File: src/apdc_pkg.sv
// Function
// - system, soft and peripheral resets return every field to reset.
// - four word registers decoded at offsets 0x0 through 0xc.
// - register 0 bits 3:0 enable quadrant supply pins in run modes.
// - in deep modes supply pins follow the logic retention switch bits.
// - register 1 bits 3:0 set quadrant ram supply pins in run modes.
// - deep modes force every ram supply enable bit to zero.
// - deep modes take ram keep-alive from register 2 retention bits.
// - register 2 bits 23:20 ram retention, 19:16 logic retention, reset 0.
// - register 2 bits 3:0 isolate each quadrant domain, reset 0.
// - register 3 bits 3:0 start a quadrant domain reset when 1.
package apdc_pkg;
  // ==========================================================
  // register map
  localparam logic [3:0] APDC_OFS_PWR = 4'h0;
  localparam logic [3:0] APDC_OFS_RAM = 4'h4;
  localparam logic [3:0] APDC_OFS_RET = 4'h8;
  localparam logic [3:0] APDC_OFS_RST = 4'hc;
  localparam int APDC_ADDR_W = 4;
  localparam int APDC_QUADS = 4;
  // ==========================================================
  // field positions
  localparam int APDC_RAMRET_LSB = 20;
  localparam int APDC_LOGRET_LSB = 16;
  localparam int APDC_ISO_LSB = 0;
  localparam int APDC_LOW_LSB = 0;
  // ==========================================================
  // reset values
  localparam logic [3:0] APDC_FIELD_RST = 4'h0;
  localparam logic [31:0] APDC_WORD_ZERO = 32'h0000_0000;
  // ==========================================================
  // bus encodings
  localparam logic [1:0] APDC_HTRANS_NONSEQ = 2'h2;
  localparam logic APDC_HRESP_OKAY = 1'b0;
endpackage

File: src/apdc_ctrl_if.sv
`timescale 1ns/1ps
`default_nettype none
interface apdc_ctrl_if;
  logic [3:0] pwr_en;
  logic [3:0] ram_en;
  logic [3:0] ram_ret;
  logic [3:0] logic_ret;
  logic [3:0] iso;
  logic [3:0] dom_rst;
  logic deep;
  modport regs (output pwr_en, ram_en, ram_ret, logic_ret, iso, dom_rst, deep);
  modport drive (input pwr_en, ram_en, ram_ret, logic_ret, iso, dom_rst, deep);
endinterface
`default_nettype wire

File: src/apdc_pin_drive.sv
`timescale 1ns/1ps
`default_nettype none
module apdc_pin_drive (
  input wire logic i_clock,
  input wire logic i_reset,
  input wire logic i_clock_en,
  apdc_ctrl_if.drive ctrl,
  output logic [3:0] o_supply_pin,
  output logic [3:0] o_ram_pin,
  output logic [3:0] o_iso,
  output logic [3:0] o_dom_rst
);
  import apdc_pkg::*;
  logic [3:0] supply_d;
  logic [3:0] ram_d;
  // ==========================================================
  // per quadrant pin selection
  genvar q;
  generate
    for (q = 0; q < APDC_QUADS; q++) begin : g_quad
      always_comb begin
        supply_d[q] = ctrl.deep ? ctrl.logic_ret[q] : ctrl.pwr_en[q];
        ram_d[q] = ctrl.deep ? ctrl.ram_ret[q] : ctrl.ram_en[q];
      end
    end
  endgenerate
  // pins are registered so the switches never see decode glitches
  always_ff @(posedge i_clock) begin
    if (i_reset) begin
      o_supply_pin <= APDC_FIELD_RST;
      o_ram_pin <= APDC_FIELD_RST;
      o_iso <= APDC_FIELD_RST;
      o_dom_rst <= APDC_FIELD_RST;
    end else if (i_clock_en) begin
      o_supply_pin <= supply_d;
      o_ram_pin <= ram_d;
      o_iso <= ctrl.iso;
      o_dom_rst <= ctrl.dom_rst;
    end
  end
  // ==========================================================
  // checks
  property p_supply_deep;
    @(posedge i_clock) disable iff (i_reset)
    (!i_reset && i_clock_en && ctrl.deep) |=> (o_supply_pin == $past(ctrl.logic_ret));
  endproperty
  a_supply_deep: assert property (p_supply_deep) else $error("deep supply pin mismatch");
  property p_supply_run;
    @(posedge i_clock) disable iff (i_reset)
    (!i_reset && i_clock_en && !ctrl.deep) |=> (o_supply_pin == $past(ctrl.pwr_en));
  endproperty
  a_supply_run: assert property (p_supply_run) else $error("run supply pin mismatch");
  property p_ram_deep;
    @(posedge i_clock) disable iff (i_reset)
    (!i_reset && i_clock_en && ctrl.deep) |=> (o_ram_pin == $past(ctrl.ram_ret));
  endproperty
  a_ram_deep: assert property (p_ram_deep) else $error("deep ram pin mismatch");
  property p_ram_run;
    @(posedge i_clock) disable iff (i_reset)
    (!i_reset && i_clock_en && !ctrl.deep) |=> (o_ram_pin == $past(ctrl.ram_en));
  endproperty
  a_ram_run: assert property (p_ram_run) else $error("run ram pin mismatch");
endmodule
`default_nettype wire

File: src/apdc_top.sv
// The AHB-Lite interface to the registers was chosen for this implementation.
`timescale 1ns/1ps
`default_nettype none
module apdc_top (
  input wire logic i_clock,
  input wire logic i_reset,
  input wire logic i_clock_en,
  input wire logic i_soft_reset,
  input wire logic i_periph_reset,
  input wire logic i_deep_mode,
  input wire logic i_hsel,
  input wire logic [31:0] i_haddr,
  input wire logic [1:0] i_htrans,
  input wire logic i_hwrite,
  input wire logic [2:0] i_hsize,
  input wire logic [31:0] i_hwdata,
  input wire logic i_hready,
  output logic [31:0] o_hrdata,
  output logic o_hreadyout,
  output logic o_hresp,
  output logic [apdc_pkg::APDC_QUADS-1:0] o_supply_pin,
  output logic [apdc_pkg::APDC_QUADS-1:0] o_ram_pin,
  output logic [apdc_pkg::APDC_QUADS-1:0] o_iso,
  output logic [apdc_pkg::APDC_QUADS-1:0] o_dom_rst
);
  import apdc_pkg::*;
  apdc_ctrl_if ctrl ();
  logic any_reset;
  logic [3:0] pwr_q, pwr_d;
  logic [3:0] ram_q, ram_d;
  logic [3:0] ramret_q, ramret_d;
  logic [3:0] logret_q, logret_d;
  logic [3:0] iso_q, iso_d;
  logic [3:0] rst_q, rst_d;
  logic wr_pend_q, wr_pend_d;
  logic [3:0] wr_addr_q, wr_addr_d;
  logic [31:0] rdata_q, rdata_d;
  logic addr_phase;

  assign any_reset = i_reset | i_soft_reset | i_periph_reset;
  assign addr_phase = i_hsel && i_hready && (i_htrans == APDC_HTRANS_NONSEQ);

  // ==========================================================
  // decode helpers
  // word offsets 0x0 to 0xc
  function automatic logic hits(input logic [31:0] addr, input logic [3:0] ofs);
    hits = (addr[31:APDC_ADDR_W] == 28'h0000000) && (addr[APDC_ADDR_W-1:0] == ofs);
  endfunction

  function automatic logic [31:0] read_word(input logic [3:0] ofs, input logic [3:0] p,
      input logic [3:0] r, input logic [3:0] rr, input logic [3:0] lr,
      input logic [3:0] io, input logic [3:0] dr);
    logic [31:0] w;
    w = APDC_WORD_ZERO;
    case (ofs)
      APDC_OFS_PWR: w[APDC_LOW_LSB +: 4] = p;
      APDC_OFS_RAM: w[APDC_LOW_LSB +: 4] = r;
      APDC_OFS_RET: begin
        w[APDC_RAMRET_LSB +: 4] = rr;
        w[APDC_LOGRET_LSB +: 4] = lr;
        w[APDC_ISO_LSB +: 4] = io;
      end
      APDC_OFS_RST: w[APDC_LOW_LSB +: 4] = dr;
      default: w = APDC_WORD_ZERO;
    endcase
    read_word = w;
  endfunction

  // ==========================================================
  // bus slave
  always_comb begin
    wr_pend_d = 1'b0;
    wr_addr_d = wr_addr_q;
    pwr_d = pwr_q;
    ram_d = ram_q;
    ramret_d = ramret_q;
    logret_d = logret_q;
    iso_d = iso_q;
    rst_d = rst_q;
    if (wr_pend_q) begin
      case (wr_addr_q)
        APDC_OFS_PWR: pwr_d = i_hwdata[APDC_LOW_LSB +: 4];
        APDC_OFS_RAM: ram_d = i_hwdata[APDC_LOW_LSB +: 4];
        APDC_OFS_RET: begin
          ramret_d = i_hwdata[APDC_RAMRET_LSB +: 4];
          logret_d = i_hwdata[APDC_LOGRET_LSB +: 4];
          iso_d = i_hwdata[APDC_ISO_LSB +: 4];
        end
        APDC_OFS_RST: rst_d = i_hwdata[APDC_LOW_LSB +: 4];
        default: rst_d = rst_q;
      endcase
    end
    if (i_deep_mode) begin
      ram_d = APDC_FIELD_RST;
    end
    rdata_d = rdata_q;
    if (addr_phase) begin
      wr_pend_d = i_hwrite && (hits(i_haddr, APDC_OFS_PWR) || hits(i_haddr, APDC_OFS_RAM)
          || hits(i_haddr, APDC_OFS_RET) || hits(i_haddr, APDC_OFS_RST));
      wr_addr_d = i_haddr[APDC_ADDR_W-1:0];
      // reads use next values so a read right after a write sees it
      if (!i_hwrite && i_haddr[31:APDC_ADDR_W] == 28'h0000000) begin
        rdata_d = read_word(i_haddr[APDC_ADDR_W-1:0], pwr_d, ram_d, ramret_d, logret_d,
            iso_d, rst_d);
      end else begin
        rdata_d = APDC_WORD_ZERO;
      end
    end
  end

  always_ff @(posedge i_clock) begin
    if (any_reset) begin
      pwr_q <= APDC_FIELD_RST;
      ram_q <= APDC_FIELD_RST;
      ramret_q <= APDC_FIELD_RST;
      logret_q <= APDC_FIELD_RST;
      iso_q <= APDC_FIELD_RST;
      rst_q <= APDC_FIELD_RST;
      wr_pend_q <= 1'b0;
      wr_addr_q <= APDC_OFS_PWR;
      rdata_q <= APDC_WORD_ZERO;
      o_hreadyout <= 1'b1;
      o_hresp <= APDC_HRESP_OKAY;
    end else if (i_clock_en) begin
      pwr_q <= pwr_d;
      ram_q <= ram_d;
      ramret_q <= ramret_d;
      logret_q <= logret_d;
      iso_q <= iso_d;
      rst_q <= rst_d;
      wr_pend_q <= wr_pend_d;
      wr_addr_q <= wr_addr_d;
      rdata_q <= rdata_d;
      o_hreadyout <= 1'b1;
      o_hresp <= APDC_HRESP_OKAY;
    end
  end
  assign o_hrdata = rdata_q;

  // ==========================================================
  // pin drive
  assign ctrl.pwr_en = pwr_q;
  assign ctrl.ram_en = ram_q;
  assign ctrl.ram_ret = ramret_q;
  assign ctrl.logic_ret = logret_q;
  assign ctrl.iso = iso_q;
  assign ctrl.dom_rst = rst_q;
  assign ctrl.deep = i_deep_mode;

  apdc_pin_drive u_drive (
    .i_clock(i_clock),
    .i_reset(any_reset),
    .i_clock_en(i_clock_en),
    .ctrl(ctrl.drive),
    .o_supply_pin(o_supply_pin),
    .o_ram_pin(o_ram_pin),
    .o_iso(o_iso),
    .o_dom_rst(o_dom_rst)
  );

  // ==========================================================
  // checks
  property p_soft_clear;
    @(posedge i_clock) (i_soft_reset || i_periph_reset) |=> (pwr_q == 4'h0 && ramret_q == 4'h0
        && iso_q == 4'h0 && rst_q == 4'h0);
  endproperty
  a_soft_clear: assert property (p_soft_clear) else $error("reset did not clear fields");
  property p_deep_ram;
    @(posedge i_clock) disable iff (any_reset)
    (i_clock_en && i_deep_mode) |=> (ram_q == 4'h0);
  endproperty
  a_deep_ram: assert property (p_deep_ram) else $error("ram enables not forced low");
  property p_pwr_write;
    @(posedge i_clock) disable iff (any_reset)
    (i_clock_en && addr_phase && i_hwrite && hits(i_haddr, APDC_OFS_PWR)) ##1 i_clock_en
        |=> (pwr_q == $past(i_hwdata[3:0]));
  endproperty
  a_pwr_write: assert property (p_pwr_write) else $error("supply enable write lost");
  property p_ret_read;
    @(posedge i_clock) disable iff (any_reset)
    (i_clock_en && addr_phase && !i_hwrite && hits(i_haddr, APDC_OFS_RET) && !wr_pend_q)
        |=> (o_hrdata == {8'h00, ramret_q, logret_q, 12'h000, iso_q});
  endproperty
  a_ret_read: assert property (p_ret_read) else $error("register 2 read mismatch");
  property p_low_read;
    @(posedge i_clock) disable iff (any_reset)
    (i_clock_en && addr_phase && !i_hwrite && hits(i_haddr, APDC_OFS_RAM) && !wr_pend_q
        && !i_deep_mode) |=> (o_hrdata[31:4] == 28'h0000000 && o_hrdata[3:0] == ram_q);
  endproperty
  a_low_read: assert property (p_low_read) else $error("register 1 read mismatch");
  property p_ready;
    @(posedge i_clock) disable iff (any_reset) i_clock_en |=> (o_hreadyout && o_hresp == 1'b0);
  endproperty
  a_ready: assert property (p_ready) else $error("slave not ready with okay");
  property p_rst_pin;
    @(posedge i_clock) disable iff (any_reset)
    (i_clock_en && $rose(rst_q[0])) |=> (o_dom_rst[0] || !i_clock_en);
  endproperty
  a_rst_pin: assert property (p_rst_pin) else $error("domain reset pin late");
  property p_iso_pin;
    @(posedge i_clock) disable iff (any_reset)
    (!any_reset && i_clock_en) |=> (o_iso == $past(iso_q));
  endproperty
  a_iso_pin: assert property (p_iso_pin) else $error("isolation pin mismatch");
  property p_dom_rst_pin;
    @(posedge i_clock) disable iff (any_reset)
    (!any_reset && i_clock_en) |=> (o_dom_rst == $past(rst_q));
  endproperty
  a_dom_rst_pin: assert property (p_dom_rst_pin) else $error("domain reset pin lag");
  // the enable freezes every register, bus included
  property p_hold_state;
    @(posedge i_clock) disable iff (any_reset)
    (!any_reset && !i_clock_en) |=> ($stable(pwr_q) && $stable(ram_q) && $stable(o_hrdata));
  endproperty
  a_hold_state: assert property (p_hold_state) else $error("state moved while frozen");
endmodule
`default_nettype wire
File: config.mk
export PLATFORM = sky130hd
export DESIGN_NAME = apdc_top
export DESIGN_NICKNAME = d
export VERILOG_FILES = /design/src/apdc_pkg.sv /design/src/apdc_ctrl_if.sv /design/src/apdc_pin_drive.sv /design/src/apdc_top.sv
export SDC_FILE = /design/constraint.sdc
export NUM_CORES = 1
export LEC_CHECK = 0
export ABC_CLOCK_PERIOD_IN_PS = 4350
export BUFFER_PORTS_ARGS = -buffer_cell sky130_fd_sc_hd__buf_2
export CAP_MARGIN = 40
export CORE_ASPECT_RATIO = 0.9
export CORE_MARGIN = 3
export CORE_UTILIZATION = 30
export CTS_CLUSTER_DIAMETER = 150
export CTS_CLUSTER_SIZE = 20
export DETAILED_ROUTE_END_ITERATION = 6
export MAX_ROUTING_LAYER = met4
export PLACE_DENSITY = 0.68
export SLEW_MARGIN = 20
export SYNTH_ARGS = -nofsm -noshare
export SYNTH_HDL_FRONTEND = slang
export SYNTH_HIERARCHICAL = 1
export SYNTH_SLANG_ARGS = --single-unit
export TNS_END_PERCENT = 30
File: constraint.sdc
create_clock -name i_clock -period 4.35 [get_ports i_clock]
set_clock_uncertainty 0.15 [all_clocks]
set_input_delay 0.87 -clock i_clock [delete_from_list [all_inputs] [get_ports i_clock]]
set_output_delay 0.87 -clock i_clock [all_outputs]
set_load 0.03 [all_outputs]
Yosys cells after proc, flatten, opt, wreduce, memory -nomap -nowiden
Index checks and enable logic that the tools add are counted.
{"block": "totals", "output_inout_bits": 50, "elab_cells": 63, "ff_bits": 77, "inputBits": 78}
{"block": "op_classes", "reduce_logical": 16, "bitwise": 2, "mux": 25, "eq_ne": 7}
{"operator": "two-way mux 4 bit", "n": 13}
{"operator": "logical NOT 28 bit", "n": 1}
{"operator": "two-way mux 24 bit", "n": 1}
{"operator": "== test 4 bit, second input constant", "n": 4}
{"operator": "one-hot mux 4 bit (4 select lines)", "n": 1}
{"operator": "two-way mux 1 bit", "n": 9}
{"operator": "== test 4 x 3 -> 1 bit, second input constant", "n": 2}
{"operator": "logical AND 1 bit", "n": 8}
{"operator": "logical NOT 4 bit", "n": 2}
{"operator": "two-way mux 8 bit", "n": 1}
{"operator": "logical OR 1 bit", "n": 3}
{"operator": "== test 2 bit, second input constant", "n": 1}
{"operator": "bitwise OR 1 bit", "n": 2}
{"operator": "AND reduction 2 bit", "n": 1}
{"operator": "logical NOT 1 bit", "n": 1}

Longest topological paths before layout
Gate-level depths: netlist (run 1).
{"block": "depth", "word_depth": 7, "depth_mapped": 7, "depth_no_buf": 5}

Hierarchy
The synthesis (run 1) kept the hierarchy.
{"mod": "apdc_top", "area_each_um2": 2094.5, "n_inst": 1, "cells_each": 263}
{"mod": "apdc_pin_drive", "area_each_um2": 659.4, "n_inst": 1, "cells_each": 62}

Worst setup path before layout (run 1)
Ideal clock, no wire load.
{"block": "synth_timing", "kind": "input -> register", "from": "input i_soft_reset", "to": "register rdata_q[16], in the netlist o_hrdata[16]", "n_path_buf": 2, "setup_slack_ns": 1.611, "t_arrival_ns": 2.520, "required_time_ns": 4.131, "stages": 7, "cell_sequence": "or3_1 buf_2 nor2_1 or4b_4 or3b_1 buf_6 o21ai_1"}
{"block": "synth_via", "elab_chain_len": 2}
{"element": "from (decl)", "line": "apdc_top.sv:8", "text": "input wire logic i_soft_reset,"}
{"element": "bitwise OR 1 bit (2 in a row)", "line": "apdc_top.sv:40", "text": "assign any_reset = i_reset | i_soft_reset | i_periph_reset;"}
{"element": "to (signal assigned)", "line": "apdc_top.sv:133", "text": "rdata_q <= rdata_d;"}
{"element": "to (decl)", "line": "apdc_top.sv:37", "text": "logic [31:0] rdata_q, rdata_d;"}
No other way between the ends.
A chain may end at the register's enable or synchronous reset.

Worst setup path in the final report (run 1)
{"block": "layout_timing", "from": "input i_soft_reset", "to": "register rdata_q[23], in the netlist o_hrdata[23]"}
Same word-level chain as after synthesis.

==> summary.txt, run 1 <==
STA
  – Fin. Hold Viols: 0
  – Max Clk Rate: 353.6 MHz
  – RSZ-0062 raised after global routing: false
  – Relative max-transition margin: 50.87%
  – Slew @ Worst Pin: 734.3 ps
  – Slew Limit Fails: 0
  – Tcrit/Tclk final: 65.01%
  – Period minus WS final: 2828 ps
  – TNS Setup: 0 ps
  – Final setup viols: 0

Layout
  – Final instance area: 3282 sq um
  – Commonest non-fill, non-tap cell in the layout: buf_2
  – Layout cell share with drive strength beyond 1: 25.62%
  – FILL cells: 912
  – Layout Nets: 478
  – Multi-input gate area: 1391 sq um
  – Area grow syn2layout: 19.17%
  – Most frequent cells in the layout: buf_2, dfxtp_1, nand2_1
  – Total area of sequential cells: 1141 sq um
  – # diodes: 0
  – Post-Route Utilization: 37.43%

Setup path
  – Worst-path cell chain: buf_2 > or3_1 > buf_4 > nor2_1 > or4b_4 > or3b_1 > o21ai_1
  – Crit Path Max Fanout: 47
  – Crit start category: input port
  – CP peak stage delay: 530 ps
  – Arr. time, crit path: 2940 ps
  – Critical path class: in -> reg
  – Data required time of the worst path: 4460 ps
  – Slowest CP cell: or3b_1
  – CP endpoint kind: register

Placement
  – Placed cell areas: 3132 sq um
  – Detailed placement HPWL: 5568 microns
  – I/O Buffers: 82
  – GP Congestion: 0.8368

Clock tree
  – Postcts setup bufs: 0
  – CTS sink cnt: 57
  – H-tree depth: 3
  – TritonCTS clock tree: built
  – Root Buffer: clkbuf_8
  – Clk slew on worst S/H paths: 60 ps
  – Hold_buf cts: 0
  – Worst-Skew Late Latency: 330 ps
  – Post-CTS sizing: 0
  – Inserted Clock Buffers: 9
  – CTS Buffer Depth: 2

Flow run
  – Max_cap viols: 0

Synth
  – Post-synth EDFFs: 0
  – Post-synthesis compound-gate area fraction: 16.04%
  – Synth cell types: 41
  – Post-Syn Area: 2754 sq um
  – YS warnings: 6
  – Avg Synthesized Cell Area: 8.474 sq um
  – FF+latch count, synth: 57
  – Post-synthesis simple-gate area fraction: 21.67%
  – Largest family of logic cells by synthesized area: simple AND/OR/NAND/NOR gates
  – Ys async rst share: 0%
  – Multiplexer share of the synthesized area: 9.814%
  – Most used DFF post-synth: dfxtp_1
  – Register area share after synthesis: 41.44%
  – Cells after Synth: 325
  – Post-synthesis xor/xnor area fraction: 0%
  – Area share of fa/ha/maj cells after synthesis: 0%

Drt
  – First-pass iteration count of the detailed router: 5
  – DR WL/cell: 13.88 microns
  – DRT iter0 DRCs: 149
  – Antenna Nets Post-Route: 0
  – Via count: 2,521
  – Via-per-instance ratio: 4.839
  – Final WL: 7230 microns
  – Drt drc: 0

Die
  – Boundary Pins: 128
  – Die Footprint: 10,370 sq um
  – Die Ht: 96.90 microns
  – Die Width: 107.0 microns
  – Rows: 32
  – Initial cell density of the core: 31.41%
  – Core Region: 8768 sq um

Power
  – Peak supply drop: 0.1076 mV
  – Leak: 1.357 nW
  – Pwr Density: 308.3 nW/um^2
  – Total power: 1.012 mW

GRT
  – Initial antenna violation count: 0
  – Total track usage: 14.35%
  – Largest net degree at the start of global routing: 48
  – Vias in the first global route: 2,364
  – GR Overflow Total: 0
  – Global-route wire length before repair: 11,540 microns

Run status
  – Status: finished, final reports clean

Worst hold path
  – Min-delay worst type: reg -> reg
## Yosys cell counts, types with 2 or more instances
| cell | n | share of area (%) |
|---|---|---|
| a211oi_1 | 13 | 3.5 |
| a21oi_1 | 24 | 4.4 |
| a221oi_1 | 4 | 1.3 |
| a31oi_1 | 3 | 0.68 |
| a32oi_1 | 4 | 1.3 |
| buf_2 | 2 | 0.36 |
| buf_4 | 22 | 6.0 |
| buf_6 | 4 | 1.6 |
| clkbuf_1 | 10 | 1.4 |
| conb_1 | 2 | 0.27 |
| dfxtp_1 | 57 | 41 |
| inv_1 | 4 | 0.55 |
| mux2i_1 | 27 | 9.8 |
| nand2_1 | 52 | 7.1 |
| nand3_1 | 3 | 0.55 |
| nand4_1 | 3 | 0.68 |
| nor2_1 | 38 | 5.2 |
| nor3_1 | 3 | 0.55 |
| nor4_1 | 11 | 2.5 |
| o211a_1 | 4 | 1.5 |
| o21ai_0 | 6 | 1.1 |
| o21ai_1 | 8 | 1.5 |
| or3_1 | 2 | 0.45 |
| or4b_2 | 2 | 0.73 |
## report_power, final
part / internal, mW / leakage (nW) / switching, mW
logic: 0.0276 / 0.820 / 0.0629
registers: 0.524 / 0.459 / 0.000796
clock network: 0.212 / 0.0782 / 0.185
total: 0.763 / 1.36 / 0.249
## area by class of cell
class	count	share of cell area, %
Multi-Input combinational cell	243	42.39
Sequential cell	57	34.77
Timing Repair Buffer	85	13.27
Tap cell	119	4.537
Clock buffer	12	4.422
Inverter	4	0.4575
Clock inverter	1	0.1525
## per-stage QoR
step / setup slack, ps / instances / hold WS, ps
after CTS: 1499 / 521 / 298.9
after floorplan: 1611 / 345 / 298.6
after global routing: 1383 / 521 / 330.3
after global placement: 1194 / 507 / 283.5
final: 1522 / 521 / 297.5
after detailed placement: 1159 / 508 / 290.4
## state kept, by name, summed over array words and instances (netlist names)
name                  count
ctrl.logic_ret            4
wr_pend_q                 1
ctrl.dom_rst              4
wr_addr_q                 4
ctrl.ram_en               4
u_drive/o_supply_pin      4
ctrl.ram_ret              4
u_drive/o_iso             4
ctrl.pwr_en               4
ctrl.iso                  4
o_hrdata                 12
u_drive/o_ram_pin         4
u_drive/o_dom_rst         4
## worst max-delay path, delay by kind of cell
kind,cells,cell delay (ps)
and+or+nand+nor,4,1500
buffers and inverters,2,370
AOI/OAI and AO/OA,1,180
## path summary, 6_finish.rpt
path	start	end	slack, ps	cells after the start
hold / removal	o_hrdata[16]	o_hrdata[16]	300	2
setup / recovery	i_soft_reset	o_hrdata[23]	1520	7
hold reg to reg	o_hrdata[16]	o_hrdata[16]	300	2
setup reg to reg	wr_addr_q[0]	o_hrdata[2]	2040	5
## per-layer routing
metal / vias up / global-route usage [%] / wire (microns)
li1: 1253 / - / -
met1: 1171 / 16.72 / 3085
met2: 89 / 23.57 / 3597
met3: 8 / 5.003 / 486
met4: 0 / 3.736 / 61
met5: - / - / 0
## cells by family after synthesis
group | Yosys count
flops | 57
compound gates | 68
buf+inv | 45
mux | 27
other cells | 2
simple gates | 126
Power figures use the tool's default switching activity.
==> run 2, diff against run 1 <==
ABC_AREA = 1   (was unset)
ABC_CLOCK_PERIOD_IN_PS = 2800   (was 4350)
PLACE_DENSITY = 0.66   (was 0.68)
clock period = 2.8 ns   (was 4.35 ns; I/O delays follow)
==> run 2 against run 1 <==
Hold slack gained 13 ps. Setup slack lost 830 ps. Global-route usage grew 0.23 points. Clock power grew to 3.1 times the previous value. Power grew 120%. Sequential share of layout area shrank 5.0 points. First-iteration DRC count grew 23%. Critical path type is now reg -> reg. Largest cell class unchanged. Highest routed layer unchanged.
==> summary.txt, run 2 <==
Run status
  – Status: finished, final reports clean

STA
  – Final setup viols: 0 (unchanged)
  – Max Clk Rate: 474.7 MHz
  – TNS Setup: 0 ps (unchanged)
  – Slew Limit Fails: 0 (unchanged)
  – Slew @ Worst Pin: 607.0 ps (-127.3 ps)
  – RSZ-0062 raised after global routing: false
  – Period minus WS final: 2107 ps
  – Tcrit/Tclk final: 75.24%
  – Relative max-transition margin: 59.49% (+8.6 points)
  – Worst Hold Slack: 310.4 ps (+12.98 ps)
  – Fin. Hold Viols: 0 (unchanged)

Synth
  – Synth area leaders: dfxtp_1, nand2_1, inv_1
  – Post-synth EDFFs: 0 (unchanged)
  – Avg Synthesized Cell Area: 6.591 sq um (-22%)
  – FF+latch count, synth: 57 (unchanged)
  – Leading area contributor after synthesis: dfxtp_1
  – Synth cell types: 27 (-34%)
  – Yosys top cell area share: 36.83% (-4.6 points)
  – Post-synth top cells: nand2_1, inv_1, dfxtp_1
  – Ys async rst share: 0% (unchanged)
  – Cells after Synth: 470 (+45%)
  – Most frequent cell after synthesis: nand2_1
  – Register area share after synthesis: 36.83% (-4.6 points)
  – Most used DFF post-synth: dfxtp_1
  – Post-Syn Area: 3098 sq um (+12%)
  – YS warnings: 6 (unchanged)

Worst hold path
  – Hold path start: u_drive/o_iso[0]
  – Min-delay worst type: reg -> reg

Power
  – Part of the power in registers: 36.8% (-15 points)
  – Switch Pwr: 0.5044 mW (+100%)
  – Internal: 1.744 mW (+130%)
  – Clock Power Share: 55.2% (+16 points)
  – Leak: 1.908 nW (+41%)
  – Peak supply drop: 0.2847 mV (+160%)
  – Pwr Density: 587.5 nW/um^2 (+91%)
  – Switch share: 22.43% (-2.2 points)
  – Combinational power share: 8.0% (-0.9 points)

Setup path
  – Crit Path Max Fanout: 16 (-66%)
  – CP endpoint kind: register
  – Arr. time, crit path: 2200 ps (-740 ps)
  – Launch point of the worst path: wr_addr_q[2]
  – Worst-path cell chain: inv_1 > nand3_1 > buf_4 > nor2_1 > a21oi_1 > nand3_1 > a21oi_1
  – Critical path class: reg -> reg
  – Critical R2R Launch: wr_addr_q[2]
  – Slowest CP cell: dfxtp_1
  – CP peak stage delay: 540 ps (about the same)
  – Crit start category: register
  – Data required time of the worst path: 2900 ps (-1560 ps)

Drt
  – DR WL/cell: 11.86 microns (-15%)
  – Antenna Nets Post-Route: 0 (unchanged)
  – Via count: 3,115 (+24%)
  – Via-per-instance ratio: 4.622 (-4.5%)
  – DRT iter0 DRCs: 183 (+23%)
  – First-pass iteration count of the detailed router: 4 (-1)
  – Final WL: 7991 microns (+11%)
  – Drt drc: 0 (unchanged)

Clock tree
  – CTS sink cnt: 57 (unchanged)
  – H-tree depth: 3 (unchanged)
  – TritonCTS clock tree: built
  – Clk slew on worst S/H paths: 50 ps (about the same)
  – Root Buffer: clkbuf_16
  – Inserted Clock Buffers: 9 (unchanged)
  – Post-CTS sizing: 0 (unchanged)
  – Worst-Skew Late Latency: 320 ps (about the same)
  – Hold_buf cts: 0 (unchanged)
  – CTS Buffer Depth: 2 (unchanged)
  – Postcts setup bufs: 0 (unchanged)

Die
  – Core Region: 9869 sq um (+13%)
  – Initial cell density of the core: 31.39% (about the same)
  – Die Footprint: 11,580 sq um (+12%)
  – Die Ht: 102.4 microns (+5.7%)
  – Rows: 34 (+6.3%)
  – Die Width: 113.1 microns (+5.7%)
  – Boundary Pins: 128 (unchanged)

GRT
  – Largest net degree at the start of global routing: 58 (+21%)
  – Global-route wire length before repair: 13,320 microns (+15%)
  – Vias in the first global route: 2,916 (+23%)
  – Initial antenna violation count: 0 (unchanged)
  – Total track usage: 14.58% (+0.23 points)
  – GR Overflow Total: 0 (unchanged)

Layout
  – Finished Layout Cells: 674 (+29%)
  – # diodes: 0 (unchanged)
  – Max reg flops: 12 (unchanged)
  – FILL cells: 1,057 (+16%)
  – Area grow syn2layout: 23.55%
  – Most frequent cells in the layout: nand2_1, buf_2, inv_1
  – Layout cell share with drive strength beyond 1: 20.26% (-5.4 points)
  – Layout Nets: 621 (+30%)
  – Commonest non-fill, non-tap cell in the layout: nand2_1
  – Final instance area: 3827 sq um (+17%)

Placement
  – I/O Buffers: 82 (unchanged)
  – Placed cells: 658 (+30%)
  – GP Congestion: 0.9368 (+12%)
  – Placed cell areas: 3491 sq um (+11%)
  – Detailed placement HPWL: 6075 microns (+9.1%)

Flow run
  – Max_cap viols: 0 (unchanged)
-- run 2: worst max-delay path: cells and delay by family, from the launching register on --
kind | cells | cell delay, ps
buf+inv | 2 | 520
simple gates | 3 | 440
flops | 1 | 540
compound gates | 2 | 380
-- run 2: kinds of logic (layout without fill, tap and decap cells) --
family,count (synthesis),in the layout,synth area share (%)
AND/OR/NAND/NOR,221,221,31.58
buffers and inverters,115,173,18.25
AO/OA/AOI/OAI,75,75,13.09
flip-flops,57,57,36.83
other,2,22,0.2424
-- run 2: routing by layer --
metal,global-route usage [%],wire length (microns)
met5,-,0
met4,3.882,88
met3,3.789,475
met2,24.73,3828
met1,17.29,3598
-- run 2: path summary, 6_finish.rpt --
path	cells past startpoint	endpoint	slack, ps
worst max-delay path	7	o_hrdata[20]	690
worst min-delay path	2	u_drive/o_iso[0]	310
worst max register to register	7	o_hrdata[20]	690
worst min register to register	2	u_drive/o_iso[0]	310
-- run 2: stage by stage --
| step | utilization, % | power, mW | setup WS, ps |
|---|---|---|---|
| final | 38.78 | 2.249 | 693.3 |
| after global placement | 35.22 | 1.018 | 735.1 |
| after CTS | 38.78 | 2.273 | 702.3 |
| after floorplan | - | 0.9911 | 1001 |
| after global routing | 38.78 | 2.336 | 528.4 |
| after detailed placement | 35.37 | 1.023 | 659.3 |
-- run 2: power groups by stage --
stage,clock network [mW],logic (mW),registers [mW]
finish,1.24,0.180,0.827
global route,1.31,0.202,0.828
CTS,1.27,0.180,0.827
detailed placement,0,0.179,0.844
global placement,0,0.174,0.844
floorplan,0,0.144,0.847
-- run 2: cell type report --
class                      count  area [sq um]  share of cell area [%]
inverter                      70         265.3                   6.930
sequential                    57          1141                   29.81
timing repair buffer          87         455.4                   11.90
clock inverter                 5         103.9                   2.713
multi-input combinational    318          1471                   38.44
clock buffer                  11         232.7                   6.080
tap                          126         157.7                   4.119
==> run 3, diff against run 2 <==
ABC_AREA = 0   (was 1)
ABC_CLOCK_PERIOD_IN_PS = 2100   (was 2800)
PLACE_DENSITY = 0.68   (was 0.66)
clock period = 2.1 ns   (was 2.8 ns; I/O delays follow)
==> run 3 against run 2 <==
First-iteration DRC count rose by 36%. Core utilization increased by 0.93 points. Sequential cell count unchanged. Cell area shrank 9.0%. Maximum frequency up 2.4%. Wire length down 8.8%. Critical path type unchanged. Critical endpoint is now o_hrdata[2].
==> summary.txt, run 3 (synthesized netlist as in run 1, its figures left out) <==
Run status
  – Status: finished, final reports clean

Drt
  – DR WL/cell: 13.44 microns (+13%)
  – Antenna Nets Post-Route: 0 (unchanged)
  – Via count: 2,584 (-17%)
  – Final WL: 7285 microns (-8.8%)
  – DRT iter0 DRCs: 248 (+36%)
  – Via-per-instance ratio: 4.768 (+3.2%)
  – First-pass iteration count of the detailed router: 5 (+1)
  – Drt drc: 0 (unchanged)

Layout
  – Layout Nets: 496 (-20%)
  – Commonest non-fill, non-tap cell in the layout: buf_2
  – Max reg flops: 12 (unchanged)
  – # diodes: 0 (unchanged)
  – Area grow syn2layout: 26.44%
  – Most frequent cells in the layout: buf_2, dfxtp_1, nand2_1
  – Final instance area: 3482 sq um (-9.0%)
  – Finished Layout Cells: 542 (-20%)
  – Layout cell share with drive strength beyond 1: 30.97% (+11 points)

Placement
  – Detailed placement HPWL: 5541 microns (-8.8%)
  – GP Congestion: 0.8641 (-7.8%)
  – Placed cell areas: 3264 sq um (-6.5%)
  – Post-place setup slack: -381.1 ps (-1040 ps)
  – Placed cells: 526 (-20%)
  – I/O Buffers: 82 (unchanged)

Power
  – Peak supply drop: 0.2244 mV (-21%)
  – Pwr Density: 637.0 nW/um^2 (+8.4%)
  – Leak: 1.460 nW (-23%)

Setup path
  – Crit start category: register
  – Critical path class: reg -> reg
  – Crit Path Max Fanout: 5 (-11)
  – CP endpoint kind: register
  – Arr. time, crit path: 2170 ps (-30 ps)
  – Data required time of the worst path: 2210 ps (-690 ps)
  – Reg2Reg Setup Slack: 40 ps (-650 ps)

Clock tree
  – Clk slew on worst S/H paths: 70 ps (+20 ps)
  – CTS Buffer Depth: 2 (unchanged)
  – CTS sink cnt: 57 (unchanged)
  – Postcts setup bufs: 0 (unchanged)
  – TritonCTS clock tree: built
  – Hold_buf cts: 0 (unchanged)
  – Post-CTS sizing: 1 (+1)
  – Worst-Skew Late Latency: 340 ps (+20 ps)
  – Root Buffer: clkbuf_8
  – H-tree depth: 3 (unchanged)
  – Inserted Clock Buffers: 9 (unchanged)

STA
  – Tcrit/Tclk final: 98.02% (+23 points)
  – TNS Setup: 0 ps (unchanged)
  – Fin worst setup slack: 41.68 ps (-651.6 ps)
  – Max Clk Rate: 485.8 MHz (+2.4%)
  – Slew Limit Fails: 0 (unchanged)
  – Final setup viols: 0 (unchanged)
  – Period minus WS final: 2058 ps (-48.41 ps)
  – Fin. Hold Viols: 0 (unchanged)
  – RSZ-0062 raised after global routing: true

GRT
  – Total track usage: 14.35% (-0.24 points)
  – Largest net degree at the start of global routing: 47 (-19%)
  – Global-route wire length before repair: 11,440 microns (-14%)
  – Vias in the first global route: 2,358 (-19%)
  – GR Overflow Total: 0 (unchanged)
  – Initial antenna violation count: 0 (unchanged)

Die
  – Die Ht: 96.90 microns (-5.4%)
  – Rows: 32 (-5.9%)
  – Initial cell density of the core: 31.41% (about the same)
  – Die Footprint: 10,370 sq um (-10%)
  – Die Width: 107.0 microns (-5.4%)
  – Boundary Pins: 128 (unchanged)
  – Core Region: 8768 sq um (-11%)

Worst hold path
  – Min-delay worst type: in -> reg

Flow run
  – Max_cap viols: 0 (unchanged)
[run 3: changes by cell type in the layout (fill, tap and decap cells not counted), sizes merged, moves of 13 or more]
cell / previous run / this run
nand4: 20 / 3
mux2i: 0 / 27
nand3: 42 / 3
nor2: 55 / 38
inv: 69 / 4
a21oi: 43 / 24
a211oi: 0 / 13
nand2: 100 / 52
buf: 87 / 103
[run 3: final cells by class]
type | count | area [sq um]
clock buffers | 11 | 151.4
clock inverters | 5 | 30.03
fillers | 891 | 5286
inverters | 4 | 15.01
multi-input cells | 243 | 1428
flip-flops and latches | 57 | 1141
well taps | 119 | 148.9
repair buffers | 103 | 568.0
[run 3: per-stage QoR]
stage	util [%]	hold slack (ps)	total power, mW
6_report	39.71	179.8	2.218
5_1_grt	39.71	177.5	2.305
4_1_cts	39.33	165.2	2.235
3_5_place_dp	37.23	290.1	1.306
3_3_place_gp	37.23	285.2	1.305
2_1_floorplan	-	298.6	1.261
[run 3: final timing paths]
kind | startpoint | end | cells past startpoint
worst min-delay path | i_hwdata[16] | ctrl.logic_ret[0] | 3
worst max register to register | wr_addr_q[0] | o_hrdata[2] | 5
worst max-delay path | wr_addr_q[0] | o_hrdata[2] | 5
worst min register to register | o_hrdata[16] | o_hrdata[16] | 2
[run 3: power breakdown]
group	total, mW	switching (mW)	internal (mW)
registers	1.09	0.00160	1.08
logic	0.201	0.134	0.0672
clock network	0.932	0.447	0.485
[run 3: metal layers]
metal	track usage [%]	routed length, microns	vias up
li1	-	-	1298
met5	-	0	-
met3	4.403	443	13
met2	22.41	3620	100
met1	17.38	3115	1173
met4	5.408	106	0
[run 3: worst max-delay path, cell delays in order, from the launching register on]
cell,delay [ps]
dfxtp_1,370
or4b_2,760
nor4_2,330
a31oi_1,80
o211a_1,150
o21ai_0,140
